`src/common/cidc_pkg.sv`:
```
package cidc_pkg;
  // ==========================================================
  // Register offsets
  localparam logic [9:0] PRESCALE_OFS = 10'h1E0;
  localparam logic [9:0] INCTL_OFS = 10'h1E1;
  localparam logic [9:0] SYSCTL_OFS = 10'h230;
  localparam logic [9:0] UPDATE_OFS = 10'h232;
  localparam logic [9:0] CHSYNC_OFS = 10'h240;
  localparam logic [9:0] STATUS_OFS = 10'h241;
  // ==========================================================
  // Field positions
  localparam int PDIV_LSB = 0;
  localparam int PDIV_W = 3;
  localparam int IN_PD_BIT = 4;
  localparam int IF_PD_BIT = 3;
  localparam int SRC_PD_BIT = 2;
  localparam int SRC_SEL_BIT = 1;
  localparam int BYP_BIT = 0;
  localparam int SYNC_PD_BIT = 2;
  localparam int DREF_PD_BIT = 1;
  localparam int SOFT_SYNC_BIT = 0;
  localparam int UPD_BIT = 0;
  localparam int NCH = 3;
  // ==========================================================
  // Reset values
  localparam logic [7:0] PRESCALE_RST = 8'h02;
  localparam logic [7:0] INCTL_RST = 8'h00;
  localparam logic [7:0] SYSCTL_RST = 8'h00;
  localparam logic [7:0] CHSYNC_RST = 8'h00;
  // ==========================================================
  // Prescale codes
  localparam logic [2:0] PDIV_MAX = 3'h4;
  localparam logic [2:0] PDIV_RATIO_OFS = 3'h2;
  // Direct routing selections on {source,bypass}
  localparam logic [1:0] ROUTE_OSC = 2'h2;
  localparam logic [1:0] ROUTE_EXT = 2'h0;
  typedef enum logic [1:0] {CIDC_RT_DIV, CIDC_RT_OSC, CIDC_RT_EXT}
    cidc_route_t;
endpackage

```
`src/common/cidc_ch_if.sv`:
```
`timescale 1ns/1ps
`default_nettype none
interface cidc_ch_if;
  logic sync_hold;
  logic sync_pulse;
  logic ignore;
  logic held;
  logic synced;
  modport ctrl (output sync_hold, output sync_pulse, output ignore,
    input held, input synced);
  modport chan (input sync_hold, input sync_pulse, input ignore,
    output held, output synced);
endinterface
`default_nettype wire

```
`src/core/cidc_chan_sync.sv`:
```
`timescale 1ns/1ps
`default_nettype none
module cidc_chan_sync (
  // Clock and reset
  input wire logic mclk_i,
  input wire logic arst_n_i,
  input wire logic ce_i,
  // Channel sync
  cidc_ch_if.chan ch
);
  typedef struct packed {
    logic held;
    logic synced;
  } cidc_cs_t;
  cidc_cs_t r;
  cidc_cs_t next_r;

  always_comb begin
    next_r = r;
    next_r.synced = 1'b0;
    if (!ch.ignore) begin
      next_r.held = ch.sync_hold;
      next_r.synced = ch.sync_pulse;
    end else begin
      next_r.held = 1'b0;
    end
  end

  always_ff @(posedge mclk_i or negedge arst_n_i) begin
    if (!arst_n_i) begin
      r <= '0;
    end else if (ce_i) begin
      r <= next_r;
    end
  end

  assign ch.held = r.held;
  assign ch.synced = r.synced;
endmodule
`default_nettype wire

```
`src/core/cidc_top.sv`:
```
// Operation
// - Codes 0-4 divide by 2-6, reset 4
// - Codes 5-7 hold divider output static
// - Input control bit 4 powers input section
// - Input control bit 3 powers oscillator interface
// - Input control bit 2 powers oscillator, input
// - Bit 1 selects oscillator, else external
// - Bit 0 bypasses the prescale divider
// - System bit 2 powers down sync
// - System bit 1 powers distribution reference
// - Soft sync holds channels, falling edge syncs
// - Sync-ignore channel disregards chip sync
// - Direct route picks oscillator or external, unless bypass is set
// - Update strobe copies buffered into active
// - Update bit clears itself after transfer
//
// Local design decision: the strobed register port.
`timescale 1ns/1ps
`default_nettype none
module cidc_top (
  // Clock, reset, enable
  input wire logic mclk_i,
  input wire logic arst_n_i,
  input wire logic ce_i,

  // Register port
  input wire logic [9:0] addr_i,
  input wire logic [7:0] wdata_i,
  input wire logic wr_i,
  input wire logic rd_i,
  output logic [7:0] rdata_o,

  // Clock input section controls
  output logic [2:0] div_ratio_o,
  output logic div_static_o,
  output logic src_osc_o,
  output logic div_bypass_o,
  output logic in_pd_o,
  output logic if_pd_o,
  output logic src_pd_o,
  output logic sync_pd_o,
  output logic dref_pd_o,

  // Per channel routing and sync
  input wire logic [2:0] direct_i,
  output logic [5:0] route_o,
  output logic [2:0] ch_held_o,
  output logic [2:0] ch_synced_o
);
  // ==========================================================
  // State
  typedef struct packed {
    // Buffered copies, written by software

    logic [7:0] buf_pre;
    logic [7:0] buf_in;
    logic [7:0] buf_sys;
    logic [7:0] buf_ch;
    // Active copies, the only ones the decode reads

    logic [7:0] act_pre;
    logic [7:0] act_in;
    logic [7:0] act_sys;
    logic [7:0] act_ch;
    // Update strobe, pin synchroniser and sync edge tracking

    logic upd;
    logic [2:0] dir_s1;
    logic [2:0] dir_s2;
    logic sync_prev;
    // Registered outputs

    logic [7:0] rdata;
    logic [2:0] div_ratio;
    logic div_static;
    logic src_osc;
    logic div_bypass;
    logic in_pd;
    logic if_pd;
    logic src_pd;
    logic sync_pd;
    logic dref_pd;
    logic [5:0] route;
    logic [2:0] held;
    logic [2:0] synced;
  } cidc_st_t;

  cidc_st_t r;
  cidc_st_t next_r;
  logic [2:0] ch_held;
  logic [2:0] ch_synced;
  logic soft_sync;
  logic sync_fall;

  // ==========================================================
  // Channel sync units
  // Sync ignore comes from the active copy, so it also waits for update
  genvar g;
  generate
    for (g = 0; g < cidc_pkg::NCH; g++) begin : gen_ch
      cidc_ch_if chi ();
      assign chi.sync_hold = soft_sync;
      assign chi.sync_pulse = sync_fall;
      assign chi.ignore = r.act_ch[g];
      assign ch_held[g] = chi.held;
      assign ch_synced[g] = chi.synced;
      cidc_chan_sync u_sync (
        .mclk_i(mclk_i),
        .arst_n_i(arst_n_i),
        .ce_i(ce_i),
        .ch(chi.chan)
      );
    end
  endgenerate

  // ==========================================================
  // Sync source
  // Powered-down sync circuitry neither holds nor triggers
  assign soft_sync = r.act_sys[cidc_pkg::SOFT_SYNC_BIT] &
    ~r.act_sys[cidc_pkg::SYNC_PD_BIT];

  // Powering down while the bit is set must not look like a release
  assign sync_fall = r.sync_prev & ~soft_sync &
    ~r.act_sys[cidc_pkg::SYNC_PD_BIT];

  // ==========================================================
  // Next state
  always_comb begin
    logic [2:0] code;
    logic [1:0] sb;
    code = 3'h0;
    sb = 2'h0;
    next_r = r;

    // ========================================================
    // Pin synchroniser and sync tracking
    next_r.dir_s1 = direct_i;
    next_r.dir_s2 = r.dir_s1;
    next_r.sync_prev = soft_sync;
    next_r.held = ch_held;
    next_r.synced = ch_synced;

    // ========================================================
    // Register writes land in the buffered copies, except the update strobe
    next_r.upd = 1'b0;
    if (wr_i) begin
      case (addr_i)
        cidc_pkg::PRESCALE_OFS: begin
          next_r.buf_pre = 8'h00;
          next_r.buf_pre[cidc_pkg::PDIV_LSB +: cidc_pkg::PDIV_W] =
            wdata_i[cidc_pkg::PDIV_LSB +: cidc_pkg::PDIV_W];
        end
        cidc_pkg::INCTL_OFS: begin
          next_r.buf_in = 8'h00;
          next_r.buf_in[cidc_pkg::IN_PD_BIT] = wdata_i[cidc_pkg::IN_PD_BIT];
          next_r.buf_in[cidc_pkg::IF_PD_BIT] = wdata_i[cidc_pkg::IF_PD_BIT];
          next_r.buf_in[cidc_pkg::SRC_PD_BIT] =
            wdata_i[cidc_pkg::SRC_PD_BIT];
          next_r.buf_in[cidc_pkg::SRC_SEL_BIT] =
            wdata_i[cidc_pkg::SRC_SEL_BIT];
          next_r.buf_in[cidc_pkg::BYP_BIT] = wdata_i[cidc_pkg::BYP_BIT];
        end
        cidc_pkg::SYSCTL_OFS: begin
          next_r.buf_sys = 8'h00;
          next_r.buf_sys[cidc_pkg::SYNC_PD_BIT] =
            wdata_i[cidc_pkg::SYNC_PD_BIT];
          next_r.buf_sys[cidc_pkg::DREF_PD_BIT] =
            wdata_i[cidc_pkg::DREF_PD_BIT];
          next_r.buf_sys[cidc_pkg::SOFT_SYNC_BIT] =
            wdata_i[cidc_pkg::SOFT_SYNC_BIT];
        end
        cidc_pkg::CHSYNC_OFS: begin
          next_r.buf_ch = 8'h00;
          next_r.buf_ch[cidc_pkg::NCH-1:0] = wdata_i[cidc_pkg::NCH-1:0];
        end
        cidc_pkg::UPDATE_OFS: begin
          next_r.upd = wdata_i[cidc_pkg::UPD_BIT];
        end
        default: begin
        end
      endcase
    end

    // ========================================================
    // Update transfer
    // Copy lags the strobe by one cycle so a same-cycle write lands
    if (r.upd) begin
      next_r.act_pre = r.buf_pre;
      next_r.act_in = r.buf_in;
      next_r.act_sys = r.buf_sys;
      next_r.act_ch = r.buf_ch;
    end

    // ========================================================
    // Register reads; data stand for one cycle only
    next_r.rdata = 8'h00;
    if (rd_i) begin
      case (addr_i)
        cidc_pkg::PRESCALE_OFS: begin
          next_r.rdata = r.buf_pre;
        end
        cidc_pkg::INCTL_OFS: begin
          next_r.rdata = r.buf_in;
        end
        cidc_pkg::SYSCTL_OFS: begin
          next_r.rdata = r.buf_sys;
        end
        cidc_pkg::UPDATE_OFS: begin
          next_r.rdata = {7'h00, r.upd};
        end
        cidc_pkg::CHSYNC_OFS: begin
          next_r.rdata = r.buf_ch;
        end
        cidc_pkg::STATUS_OFS: begin
          next_r.rdata = {2'h0, r.held, r.synced};
        end
        default: begin
          next_r.rdata = 8'h00;
        end
      endcase
    end

    // ========================================================
    // Prescale decode, from active copies only
    code = r.act_pre[cidc_pkg::PDIV_LSB +: cidc_pkg::PDIV_W];
    if (code <= cidc_pkg::PDIV_MAX) begin
      next_r.div_ratio = code + cidc_pkg::PDIV_RATIO_OFS;
      next_r.div_static = 1'b0;
    end else begin
      next_r.div_ratio = 3'h0;
      next_r.div_static = 1'b1;
    end

    // ========================================================
    // Power-down and source controls
    next_r.in_pd = r.act_in[cidc_pkg::IN_PD_BIT];
    next_r.if_pd = r.act_in[cidc_pkg::IF_PD_BIT];
    next_r.src_pd = r.act_in[cidc_pkg::SRC_PD_BIT];
    next_r.src_osc = r.act_in[cidc_pkg::SRC_SEL_BIT];
    // Illegal combination left to software; bypass still forwarded
    next_r.div_bypass = r.act_in[cidc_pkg::BYP_BIT];
    next_r.sync_pd = r.act_sys[cidc_pkg::SYNC_PD_BIT];
    next_r.dref_pd = r.act_sys[cidc_pkg::DREF_PD_BIT];

    // ========================================================
    // Direct routing per channel
    sb = {r.act_in[cidc_pkg::SRC_SEL_BIT], r.act_in[cidc_pkg::BYP_BIT]};
    for (int i = 0; i < cidc_pkg::NCH; i++) begin
      next_r.route[2*i +: 2] = 2'(cidc_pkg::CIDC_RT_DIV);
      if (r.dir_s2[i]) begin
        case (sb)
          cidc_pkg::ROUTE_OSC: begin
            next_r.route[2*i +: 2] = 2'(cidc_pkg::CIDC_RT_OSC);
          end
          cidc_pkg::ROUTE_EXT: begin
            next_r.route[2*i +: 2] = 2'(cidc_pkg::CIDC_RT_EXT);
          end
          default: begin
          end
        endcase
      end
    end
  end

  // ==========================================================
  // Registers
  // Clock enable low freezes every field, synchroniser included
  always_ff @(posedge mclk_i or negedge arst_n_i) begin
    if (!arst_n_i) begin
      r.upd <= 1'b0;
      r.dir_s1 <= 3'h0;
      r.dir_s2 <= 3'h0;
      r.sync_prev <= 1'b0;
      r.rdata <= 8'h00;
      r.div_static <= 1'b0;
      r.src_osc <= 1'b0;
      r.div_bypass <= 1'b0;
      r.in_pd <= 1'b0;
      r.if_pd <= 1'b0;
      r.src_pd <= 1'b0;
      r.sync_pd <= 1'b0;
      r.dref_pd <= 1'b0;
      r.route <= 6'h00;
      r.held <= 3'h0;
      r.synced <= 3'h0;
      r.buf_pre <= cidc_pkg::PRESCALE_RST;
      r.act_pre <= cidc_pkg::PRESCALE_RST;
      r.buf_in <= cidc_pkg::INCTL_RST;
      r.act_in <= cidc_pkg::INCTL_RST;
      r.buf_sys <= cidc_pkg::SYSCTL_RST;
      r.act_sys <= cidc_pkg::SYSCTL_RST;
      r.buf_ch <= cidc_pkg::CHSYNC_RST;
      r.act_ch <= cidc_pkg::CHSYNC_RST;
      r.div_ratio <= cidc_pkg::PRESCALE_RST[2:0] + cidc_pkg::PDIV_RATIO_OFS;
    end else if (ce_i) begin
      r <= next_r;
    end
  end

  // ==========================================================
  // Register port output
  assign rdata_o = r.rdata;

  // ==========================================================
  // Clock input section outputs
  assign div_ratio_o = r.div_ratio;
  assign div_static_o = r.div_static;
  assign src_osc_o = r.src_osc;
  assign div_bypass_o = r.div_bypass;
  assign in_pd_o = r.in_pd;
  assign if_pd_o = r.if_pd;
  assign src_pd_o = r.src_pd;
  assign sync_pd_o = r.sync_pd;
  assign dref_pd_o = r.dref_pd;

  // ==========================================================
  // Routing and channel sync outputs
  assign route_o = r.route;
  assign ch_held_o = r.held;
  assign ch_synced_o = r.synced;
endmodule
`default_nettype wire

```
`config.mk`:
```
export PLATFORM = sky130hd
export DESIGN_NAME = cidc_top
export DESIGN_NICKNAME = d
export VERILOG_FILES = /design/src/common/cidc_pkg.sv /design/src/common/cidc_ch_if.sv /design/src/core/cidc_chan_sync.sv /design/src/core/cidc_top.sv
export SDC_FILE = /design/constraint.sdc
export NUM_CORES = 1
export LEC_CHECK = 0
export BUFFER_PORTS_ARGS = -buffer_cell sky130_fd_sc_hd__buf_2
export CAP_MARGIN = 0
export CORE_ASPECT_RATIO = 0.7
export CORE_MARGIN = 1.5
export CORE_UTILIZATION = 38
export DETAILED_ROUTE_END_ITERATION = 12
export PLACE_DENSITY = 0.59
export SYNTH_ARGS = -nofsm -noshare
export SYNTH_HDL_FRONTEND = slang
export SYNTH_HIERARCHICAL = 1
export SYNTH_SLANG_ARGS = --single-unit
```
`constraint.sdc`:
```
create_clock -name mclk_i -period 3.5 [get_ports mclk_i]
set_clock_uncertainty 0.15 [all_clocks]
set_input_delay 0.7 -clock mclk_i [delete_from_list [all_inputs] [get_ports mclk_i]]
set_output_delay 0.7 -clock mclk_i [all_outputs]
set_load 0.005 [all_outputs]
```
==> flow_summary.json, run 1 <==
{
  "status": "completed",
  "min_period_over_period_pct": 65.5,
  "drtAntennaViolNets": 0,
  "total_power_mw": 1.94,
  "syn_area_um2": 3230,
  "cp.required_ps": 3610,
  "postCtsSetupBuffers": 0,
  "yosysWarnings": 6,
  "crit_path_max_fanout": 6,
  "intPower_mw": 1.53,
  "clkPwrFrac_pct": 51.6,
  "grt_overflow": 0,
  "tns_ps": 0,
  "cp.arrival_ps": 2400,
  "drtIter0Drc": 80,
  "hp-class": "in2async",
  "worst_ir_drop_vdd_mv": 0.295,
  "rsz0062_at_grt": "false",
  "cts_max_level": 3,
  "postCtsHoldBufs": 0,
  "synthDistinctLibCells": 37,
  "clk_latency_ps": 340,
  "crit_type": "in2reg",
  "critPathCaptureType": "flip-flop",
  "core_area_um2": 8040,
  "antenna_found_initial": 0,
  "dieHeight_um": 80.2,
  "grt_usage_pct": 16.1,
  "worst_slew_margin_rel_pct": 48.0,
  "grt_pass1_vias": 1964,
  "cp-start-kind": "input port",
  "max_freq_mhz": 436,
  "clock_path_buffers": 2,
  "reg2reg_depth": 2,
  "port_buffers": 51,
  "min_period_ps": 2290,
  "fp-row-count": 27,
  "synthCells": 266,
  "area_delta_synth_final_pct": 16.3,
  "leakage_nw": 1.79,
  "wl_per_cell_um": 16.6,
  "ff2ff_setup_slack_ps": 1890,
  "rr_startpoint": "r[38]",
  "drive_above_1_share_pct": 42.4,
  "grt_pass1_wl_um": 10700,
  "synth_top_cell_by_area": "dfrtp_1",
  "avgSynthCellArea_um2": 12.1,
  "cts_made_buffers": 9,
  "setup-violations-final": 0,
  "drc": 0,
  "cts_tree": "done",
  "synth_area_leaders": "dfrtp_1 53%, mux2_2 16%, buf_4 5.3%, inv_1 2.6%, dfstp_2 2.4%",
  "antenna_cells": 0,
  "clock_sink_count": 71,
  "p_sw_share_pct": 21.0,
  "dpl.hpwl_um": 4770,
  "drt_wl_total_um": 6720,
  "tightest_slew_ps": 772,
  "r2r-end": "gen_ch[2].chi.ignore",
  "num_vias": 2055,
  "clkTransAtPathRegs_ps": 60,
  "firstDrtPassIters": 4,
  "switchingPower_mw": 0.409,
  "yosysTopAreaCellShare_pct": 52.7,
  "maxCapViolations": 0,
  "ys_seq_elements": 71,
  "power_frac_comb_pct": 4.8,
  "nNetsFinal": 325,
  "cts_root_buffer": "clkbuf_16",
  "dieWidth_um": 113,
  "cts_resized": 0,
  "viasPerCell": 5.07,
  "slew_violations": 0,
  "die_area_um2": 9080,
  "share_seq_of_total_power_pct": 43.6,
  "synth-seq-area-share_pct": 55.1,
  "start_util_pct": 40.2,
  "grt_max_degree": 59,
  "fill_cells": 745,
  "power_density_nw_per_um2": 517,
  "finalHoldViolCount": 0,
  "io_pins": 57,
  "routabilityCongestion": 0.827
}
[stage by stage]
step / util [%] / instance area [um2] / instances / setup WS [ps] / hold slack (ps)
floorplan: - / 3240 / 267 / 1210 / 254
global placement: 42.6 / 3430 / 389 / 917 / 326
detailed placement: 42.6 / 3430 / 389 / 915 / 338
CTS: 46.7 / 3760 / 405 / 1280 / 307
global route: 46.7 / 3760 / 405 / 1190 / 339
finish: 46.7 / 3760 / 405 / 1210 / 288
[per-layer routing]
metal	routed length, um	track usage, %	vias up	part of all wire [%]
met3	596	9.36	8	8.9
li1	-	-	988	-
met4	89	5.25	0	1.3
met5	0	0	-	0
met1	3500	23.0	985	52
met2	2530	19.5	74	38
[how the worst max path moves through the flow]
stage	start	to	slack (ps)	cells past startpoint
floorplan	addr_i[7]	r[71]	1210	4
global placement	addr_i[7]	rdata_o[2]	920	5
detailed placement	addr_i[7]	rdata_o[2]	910	5
CTS	addr_i[7]	rdata_o[2]	1280	5
global route	addr_i[5]	r[89]	1190	5
finish	addr_i[7]	rdata_o[2]	1210	5
[critical path: stages]
cell and delay, ps:
buf_2 110, or3b_1 490, nor4_1 690, a221oi_1 250, o22ai_1 150
[synth_stat cells, drive strengths merged]
| cell | count |
|---|---|
| a22oi | 3 |
| nand2b | 2 |
| or3b | 1 |
| clkbuf | 4 |
| buf | 29 |
| o22ai | 9 |
| a21o | 1 |
| or2 | 2 |
| nor4b | 1 |
| nor3b | 1 |
| dfstp | 3 |
| nand2 | 9 |
| and4 | 2 |
| o211ai | 2 |
| nand3 | 4 |
| or4b | 1 |
| inv | 22 |
| o21ai | 12 |
| o32ai | 2 |
| mux2i | 4 |
| nor3 | 7 |
| or4 | 1 |
| nor2 | 4 |
| a21oi | 4 |
| conb | 1 |
| nand4b | 1 |
| a221oi | 2 |
| nand3b | 8 |
| dfrtp | 68 |
| nor4 | 5 |
| mux2 | 49 |
| nor2b | 2 |
[kinds of logic after synthesis]
group | Yosys count | share of synthesized area, %
AOI/OAI and AO/OA | 35 | 6.70
buffers and inverters | 55 | 9.18
DFF | 71 | 55.1
muxes | 53 | 18.7
other | 1 | 0.116
and+or+nand+nor | 51 | 10.3
[state kept, by name (all words and copies together), names as in the netlist, 3 cells and up]
signal / flops
route_o: 6
next_r: 10
rdata_o: 6
div_ratio_o: 3
gen_ch.u_sync/ch.held: 3
gen_ch.u_sync/ch.synced: 3
ch_held_o: 3
gen_ch.chi.ignore: 3
r: 23
ch_synced_o: 3
[area by class of cell]
class / count / area (um2) / area share, %
Timing Repair Buffer: 54 / 278 / 7.39
Multi-Input combinational cell: 141 / 1160 / 30.8
Clock inverter: 5 / 80.1 / 2.13
Inverter: 22 / 82.6 / 2.20
Sequential cell: 71 / 1780 / 47.4
Clock buffer: 11 / 253 / 6.72
Tap cell: 101 / 126 / 3.36
[power by group through the flow]
| stage | registers [mW] | clock network [mW] | logic [mW] |
|---|---|---|---|
| final | 0.847 | 1.00 | 0.0934 |
| after global routing | 0.850 | 1.06 | 0.104 |
| after CTS | 0.847 | 1.03 | 0.0950 |
| after detailed placement | 0.862 | 0 | 0.0947 |
| after global placement | 0.861 | 0 | 0.0935 |
| after floorplan | 0.859 | 0 | 0.0518 |
[cells in the final DEF (no fill, tap or decap), drive strengths merged, types with 3 or more instances in the layout]
master	n
nor3	7
clkbuf	11
nand3	4
dfrtp	68
buf	54
dfstp	3
nor2	4
inv	22
nand3b	8
o22ai	9
nor4	5
mux2i	4
o21ai	12
nand2	9
mux2	49
a22oi	3
a21oi	4
No activity file was read; power rests on OpenSTA's default activity.
==> inputs of run 2 (changes only) <==
--- a/config.mk
+++ b/config.mk
@@ -5,6 +5,7 @@
 export SDC_FILE = /design/constraint.sdc
 export NUM_CORES = 1
 export LEC_CHECK = 0
+export ABC_AREA = 1
 export BUFFER_PORTS_ARGS = -buffer_cell sky130_fd_sc_hd__buf_2
 export CAP_MARGIN = 0
 export CORE_ASPECT_RATIO = 0.7
==> constraint.sdc (replaced) <==
create_clock -name mclk_i -period 2.3 [get_ports mclk_i]
set_clock_uncertainty 0.15 [all_clocks]
set_input_delay 0.46 -clock mclk_i [delete_from_list [all_inputs] [get_ports mclk_i]]
set_output_delay 0.46 -clock mclk_i [all_outputs]
set_load 0.005 [all_outputs]
==> run 2 against run 1 <==
Setup slack worse by 470 ps. Hold slack worse by 110 ps. Count of clock-buffer cells in the layout up 2. Largest cell class unchanged.
==> flow_summary.json, run 2 <==
{
  "wl_per_cell_um": 12.3,
  "cp_cell_sequence": "buf_2",
  "clkPwrFrac_pct": 46.2,
  "reg2reg_depth": 4,
  "avgSynthCellArea_um2": 8.29,
  "cts_made_buffers": 9,
  "cts_tree": "done",
  "cp.arrival_ps": 950,
  "nNetsFinal": 467,
  "yosys-top-cells-count": "152 x nand2_1, 68 x dfrtp_1, 41 x inv_1, 34 x o21ai_0, 25 x buf_4",
  "drive_above_1_share_pct": 21.7,
  "multi_input_area_um2": 1190,
  "grt_max_degree": 38,
  "clock_sink_count": 71,
  "fin_cells": 566,
  "whs_endpoint": "next_r[32]",
  "drc": 0,
  "viasPerCell": 4.49,
  "cts_root_buffer": "clkbuf_16",
  "drtAntennaViolNets": 0,
  "core_area_um2": 8480,
  "postCtsSetupBuffers": 0,
  "synth_top_cell_by_area": "dfrtp_1",
  "io_pins": 57,
  "crit_type": "reg2out",
  "synthDistinctLibCells": 24,
  "clk_latency_ps": 330,
  "power_frac_comb_pct": 6.5,
  "hold_ws_ps": 181,
  "synth_area_leaders": "dfrtp_1 51%, nand2_1 17%, buf_4 5.6%, o21ai_0 5.1%, inv_1 4.6%",
  "firstDrtPassIters": 4,
  "synth-seq-area-share_pct": 53.3,
  "dp_cells": 549,
  "share_seq_of_total_power_pct": 47.2,
  "dieHeight_um": 81.5,
  "status": "completed",
  "cts_max_level": 3,
  "p_sw_share_pct": 22.9,
  "synth-edff-count": 0,
  "leakage_nw": 2.08,
  "yosysMostFrequentCell": "nand2_1",
  "final_common_cell": "nand2_1",
  "maxCapViolations": 0,
  "cp.required_ps": 1690,
  "start_util_pct": 39.4,
  "cp-start-kind": "flip-flop",
  "synthCells": 403,
  "layout_common_cells": "152 x nand2_1, 68 x dfrtp_1, 51 x buf_2",
  "switchingPower_mw": 0.635,
  "critPathSlowestCell": "dfstp_2",
  "crit_family": "flip-flops",
  "setup-violations-final": 0,
  "worst_ir_drop_vdd_mv": 0.390,
  "hp-class": "in2reg",
  "rsz0062_at_grt": "false",
  "ys.flop_type": "dfrtp_1",
  "hold_depth": 3,
  "finalHoldViolCount": 0,
  "drtIter0Drc": 147,
  "min-delay-start": "direct_i[0]",
  "cts_resized": 0,
  "min_period_ps": 1560,
  "intPower_mw": 2.13,
  "clock_path_buffers": 2,
  "yosysTopAreaCellShare_pct": 50.9,
  "tns_ps": 0,
  "fp-row-count": 28,
  "crit_path_max_fanout": 2,
  "ys_seq_elements": 71,
  "slew_violations": 0,
  "tightest_slew_ps": 662,
  "grt_usage_pct": 16.7,
  "ff2ff_setup_slack_ps": 920,
  "critPathCaptureType": "output pin",
  "clkTransAtPathRegs_ps": 50,
  "r2r-end": "gen_ch[0].chi.ignore",
  "fill_cells": 894,
  "dpl.hpwl_um": 5110,
  "postCtsHoldBufs": 1,
  "grt_overflow": 0,
  "worst_slew_margin_rel_pct": 55.8,
  "dieWidth_um": 115,
  "antenna_cells": 0,
  "register_area_um2": 1780,
  "largest-register": "r",
  "yosysWarnings": 6,
  "rr_startpoint": "r[38]",
  "drt_wl_total_um": 6980,
  "power_density_nw_per_um2": 713,
  "die_area_um2": 9380,
  "num_vias": 2541,
  "post-route-util_pct": 45.8,
  "max_stage_delay_ps": 530,
  "min_period_over_period_pct": 68.0,
  "total_power_mw": 2.77,
  "area_delta_synth_final_pct": 16.1,
  "routabilityCongestion": 0.901,
  "crit_buf_inv": 1,
  "largest_reg_flops": 23,
  "port_buffers": 51,
  "antenna_found_initial": 0,
  "grt_pass1_wl_um": 11700,
  "grt_pass1_vias": 2464,
  "max_freq_mhz": 639,
  "postSynth.asyncResetShare_pct": 100,
  "syn_area_um2": 3340
}
[run 2: changes by cell type after synthesis, moves of 7 or more]
| cell | delta |
|---|---|
| inv_1 | +19 |
| mux2_2 | -44 |
| nand2_1 | +143 |
| nand3_1 | +10 |
| nand3b_1 | -8 |
| nand4_1 | +7 |
| nor2_1 | +12 |
| o21ai_0 | +22 |
| o21ai_1 | +7 |
| o22ai_1 | -8 |
[run 2: how the worst max path moves through the flow]
stage	startpoint	end	slack [ps]	depth (start not counted)
CTS	div_ratio_o[2]	div_ratio_o[2]	720	1
global route	arst_n_i	rdata_o[2]	660	3
finish	div_ratio_o[2]	div_ratio_o[2]	740	1
global placement	addr_i[2]	rdata_o[1]	550	12
detailed placement	addr_i[1]	rdata_o[1]	540	12
floorplan	addr_i[2]	r[71]	830	8
[run 2: power groups by stage]
stage / sequential, mW / clock, mW / combinational (mW)
6_report: 1.31 / 1.28 / 0.181
5_1_grt: 1.31 / 1.36 / 0.209
3_3_place_gp: 1.33 / 0 / 0.179
2_1_floorplan: 1.32 / 0 / 0.110
3_5_place_dp: 1.33 / 0 / 0.183
4_1_cts: 1.31 / 1.31 / 0.184
[run 2: cell families (layout without fill, tap and decap cells)]
group	after synthesis	after routing	share of synthesized area [%]
mux	2	2	0.674
other cells	1	2	0.112
simple gates	210	210	28.0
buf+inv	75	117	11.2
compound gates	44	44	6.70
flops	71	71	53.3
[run 2: per-stage QoR]
stage / instance area [um2] / setup slack (ps)
finish: 3880 / 736
global route: 3880 / 656
CTS: 3880 / 722
global placement: 3590 / 552
detailed placement: 3590 / 541
floorplan: 3350 / 831
[run 2: area by class of cell]
class	instances	area share [%]
well taps	120	3.87
clock buffers	13	6.71
clock inverters	3	0.516
flip-flops and latches	71	45.9
multi-input cells	258	30.7
inverters	44	4.26
repair buffers	57	8.12
[run 2: metal layers]
metal | global-route usage, % | vias up | routed length [um]
met2 | 26.1 | 55 | 3040
met1 | 22.6 | 1174 | 3490
met5 | 0 | - | 0
li1 | - | 1303 | -
met4 | 4.44 | 0 | 68
met3 | 5.17 | 9 | 382
==> inputs of run 3 (changes only) <==
--- a/config.mk
+++ b/config.mk
@@ -5,14 +5,14 @@
 export SDC_FILE = /design/constraint.sdc
 export NUM_CORES = 1
 export LEC_CHECK = 0
-export ABC_AREA = 1
+export ABC_AREA = 0
 export BUFFER_PORTS_ARGS = -buffer_cell sky130_fd_sc_hd__buf_2
 export CAP_MARGIN = 0
 export CORE_ASPECT_RATIO = 0.7
 export CORE_MARGIN = 1.5
 export CORE_UTILIZATION = 38
 export DETAILED_ROUTE_END_ITERATION = 12
-export PLACE_DENSITY = 0.59
+export PLACE_DENSITY = 0.61
 export SYNTH_ARGS = -nofsm -noshare
 export SYNTH_HDL_FRONTEND = slang
 export SYNTH_HIERARCHICAL = 1
==> constraint.sdc (replaced) <==
create_clock -name mclk_i -period 1.38 [get_ports mclk_i]
set_clock_uncertainty 0.15 [all_clocks]
set_input_delay 0.276 -clock mclk_i [delete_from_list [all_inputs] [get_ports mclk_i]]
set_output_delay 0.276 -clock mclk_i [all_outputs]
set_load 0.005 [all_outputs]
==> run 3 against run 2 <==
Critical path type is now in2reg. Total power rose by 75%. Die area shrank 3.2%. Critical path depth increased by 4. Largest cell class unchanged. Combinational power is 71% higher. The flow now finishes with violations (negative setup slack). Final cell count is 24% lower.
==> flow_summary.json, run 3 (synthesis gave the netlist of run 1 again) <==
{
  "dpl.hpwl_um": 4970,
  "grt_max_degree": 60,
  "die_area_um2": 9080,
  "cp-start-kind": "input port",
  "wl_per_cell_um": 16.1,
  "crit_family": "simple AND/OR/NAND/NOR gates",
  "slew_violations": 0,
  "leakage_nw": 1.97,
  "routabilityCongestion": 0.868,
  "power_frac_comb_pct": 6.4,
  "grt_usage_pct": 16.8,
  "maxCapViolations": 0,
  "clkTransAtPathRegs_ps": 60,
  "drtIter0Drc": 105,
  "drive_above_1_share_pct": 48.8,
  "cts_root_buffer": "clkbuf_16",
  "intPower_mw": 3.82,
  "fill_cells": 719,
  "critPathLaunch": "addr_i[3]",
  "num_vias": 2164,
  "dp_cells": 409,
  "status": "finished with violations",
  "critPathCaptureType": "flip-flop",
  "tns_ps": -2300,
  "start_util_pct": 40.2,
  "crit_path_max_fanout": 3,
  "switchingPower_mw": 1.02,
  "clock_path_buffers": 2,
  "clkPwrFrac_pct": 49.2,
  "cts_tree": "done",
  "ff2ff_setup_slack_ps": 40,
  "rsz0062_at_grt": "true",
  "min_period_ps": 1600,
  "core_area_um2": 8040,
  "port_buffers": 51,
  "crit_buf_inv": 1,
  "antenna_cells": 0,
  "antenna_found_initial": 0,
  "clock_sink_count": 71,
  "setup-violations-final": 19,
  "p_sw_share_pct": 21.0,
  "fp-row-count": 27,
  "cts_max_level": 3,
  "firstDrtPassIters": 4,
  "grt_pass1_vias": 2156,
  "post-place-ws_ps": -655,
  "finalHoldViolCount": 0,
  "dieWidth_um": 113,
  "fin_cells": 429,
  "critPathSlowestCell": "or4_4",
  "drt_wl_total_um": 6900,
  "max_freq_mhz": 624,
  "grt_pass1_wl_um": 11300,
  "nNetsFinal": 349,
  "cts_made_buffers": 9,
  "largest-register": "r",
  "clk_latency_ps": 330,
  "cp.arrival_ps": 1670,
  "cp.required_ps": 1450,
  "viasPerCell": 5.04,
  "largest_reg_flops": 23,
  "total_power_mw": 4.84,
  "rr_startpoint": "ch_synced_o[1]",
  "crit_type": "in2reg",
  "hp-class": "in2reg",
  "drtAntennaViolNets": 0,
  "violations": "negative setup slack",
  "final_common_cell": "dfrtp_1",
  "setup_ws_ps": -223,
  "grt_overflow": 0,
  "power_density_nw_per_um2": 1170,
  "max_stage_delay_ps": 490,
  "worst_ir_drop_vdd_mv": 0.848,
  "dieHeight_um": 80.2,
  "min_period_over_period_pct": 116,
  "share_seq_of_total_power_pct": 44.4,
  "area_delta_synth_final_pct": 28.0,
  "min-delay-start": "direct_i[0]",
  "io_pins": 57,
  "cp_cell_sequence": "buf_8 > nor4b_4 > nand3b_1 > or4_4 > mux2_4",
  "drc": 0,
  "layout_common_cells": "68 x dfrtp_1, 46 x buf_2, 38 x mux2_2"
}
==> run 3: layer usage <==
metal / track usage (%) / part of all wire [%] / vias up
li1: - / - / 1032
met5: 0 / 0 / -
met4: 3.75 / 0.74 / 0
met3: 6.79 / 5.9 / 6
met2: 23.6 / 41 / 57
met1: 24.0 / 52 / 1069
==> run 3: per-stage QoR <==
step | utilization [%] | hold slack [ps] | cell area [um2]
2_1_floorplan | - | -170 | 3290
3_3_place_gp | 45.4 | 70.2 | 3650
3_5_place_dp | 45.4 | 65.8 | 3650
4_1_cts | 50.9 | 12.2 | 4090
5_1_grt | 51.4 | 15.4 | 4140
6_report | 51.4 | 20.7 | 4140
==> run 3: final cells by class <==
| class | count | area (um2) | share of cell area, % |
|---|---|---|---|
| clock inverter | 2 | 37.5 | 0.907 |
| sequential | 71 | 1780 | 43.0 |
| multi-input combinational | 141 | 1270 | 30.7 |
| timing repair buffer | 78 | 567 | 13.7 |
| inverter | 22 | 82.6 | 2.00 |
| tap | 101 | 126 | 3.06 |
| clock buffer | 14 | 274 | 6.62 |
==> run 3: power by group through the flow <==
stage / Clock [mW] / Sequential, mW / Combinational, mW
final: 2.38 / 2.15 / 0.310
after global routing: 2.54 / 2.15 / 0.341
after CTS: 2.43 / 2.15 / 0.309
after detailed placement: 0 / 2.18 / 0.284
after global placement: 0 / 2.18 / 0.280
after floorplan: 0 / 2.18 / 0.136
==> run 3: what timing repair did <==
action,4_1_cts,5_1_grt
gates resized for setup,21,12
endpoints found under the hold margin,10,0
buffers inserted,4,3
setup endpoints to repair,34,31
pin swaps,9,9
hold buffers,1,0
==> run 3: worst paths after layout <==
check,cells past startpoint,endpoint
hold reg to reg,2,div_ratio_o[2]
hold / removal,2,next_r[32]
setup / recovery,5,r[73]
min in group asynchronous,2,rdata_o[5]
max in group asynchronous,3,r[96]
setup reg to reg,3,rdata_o[1]
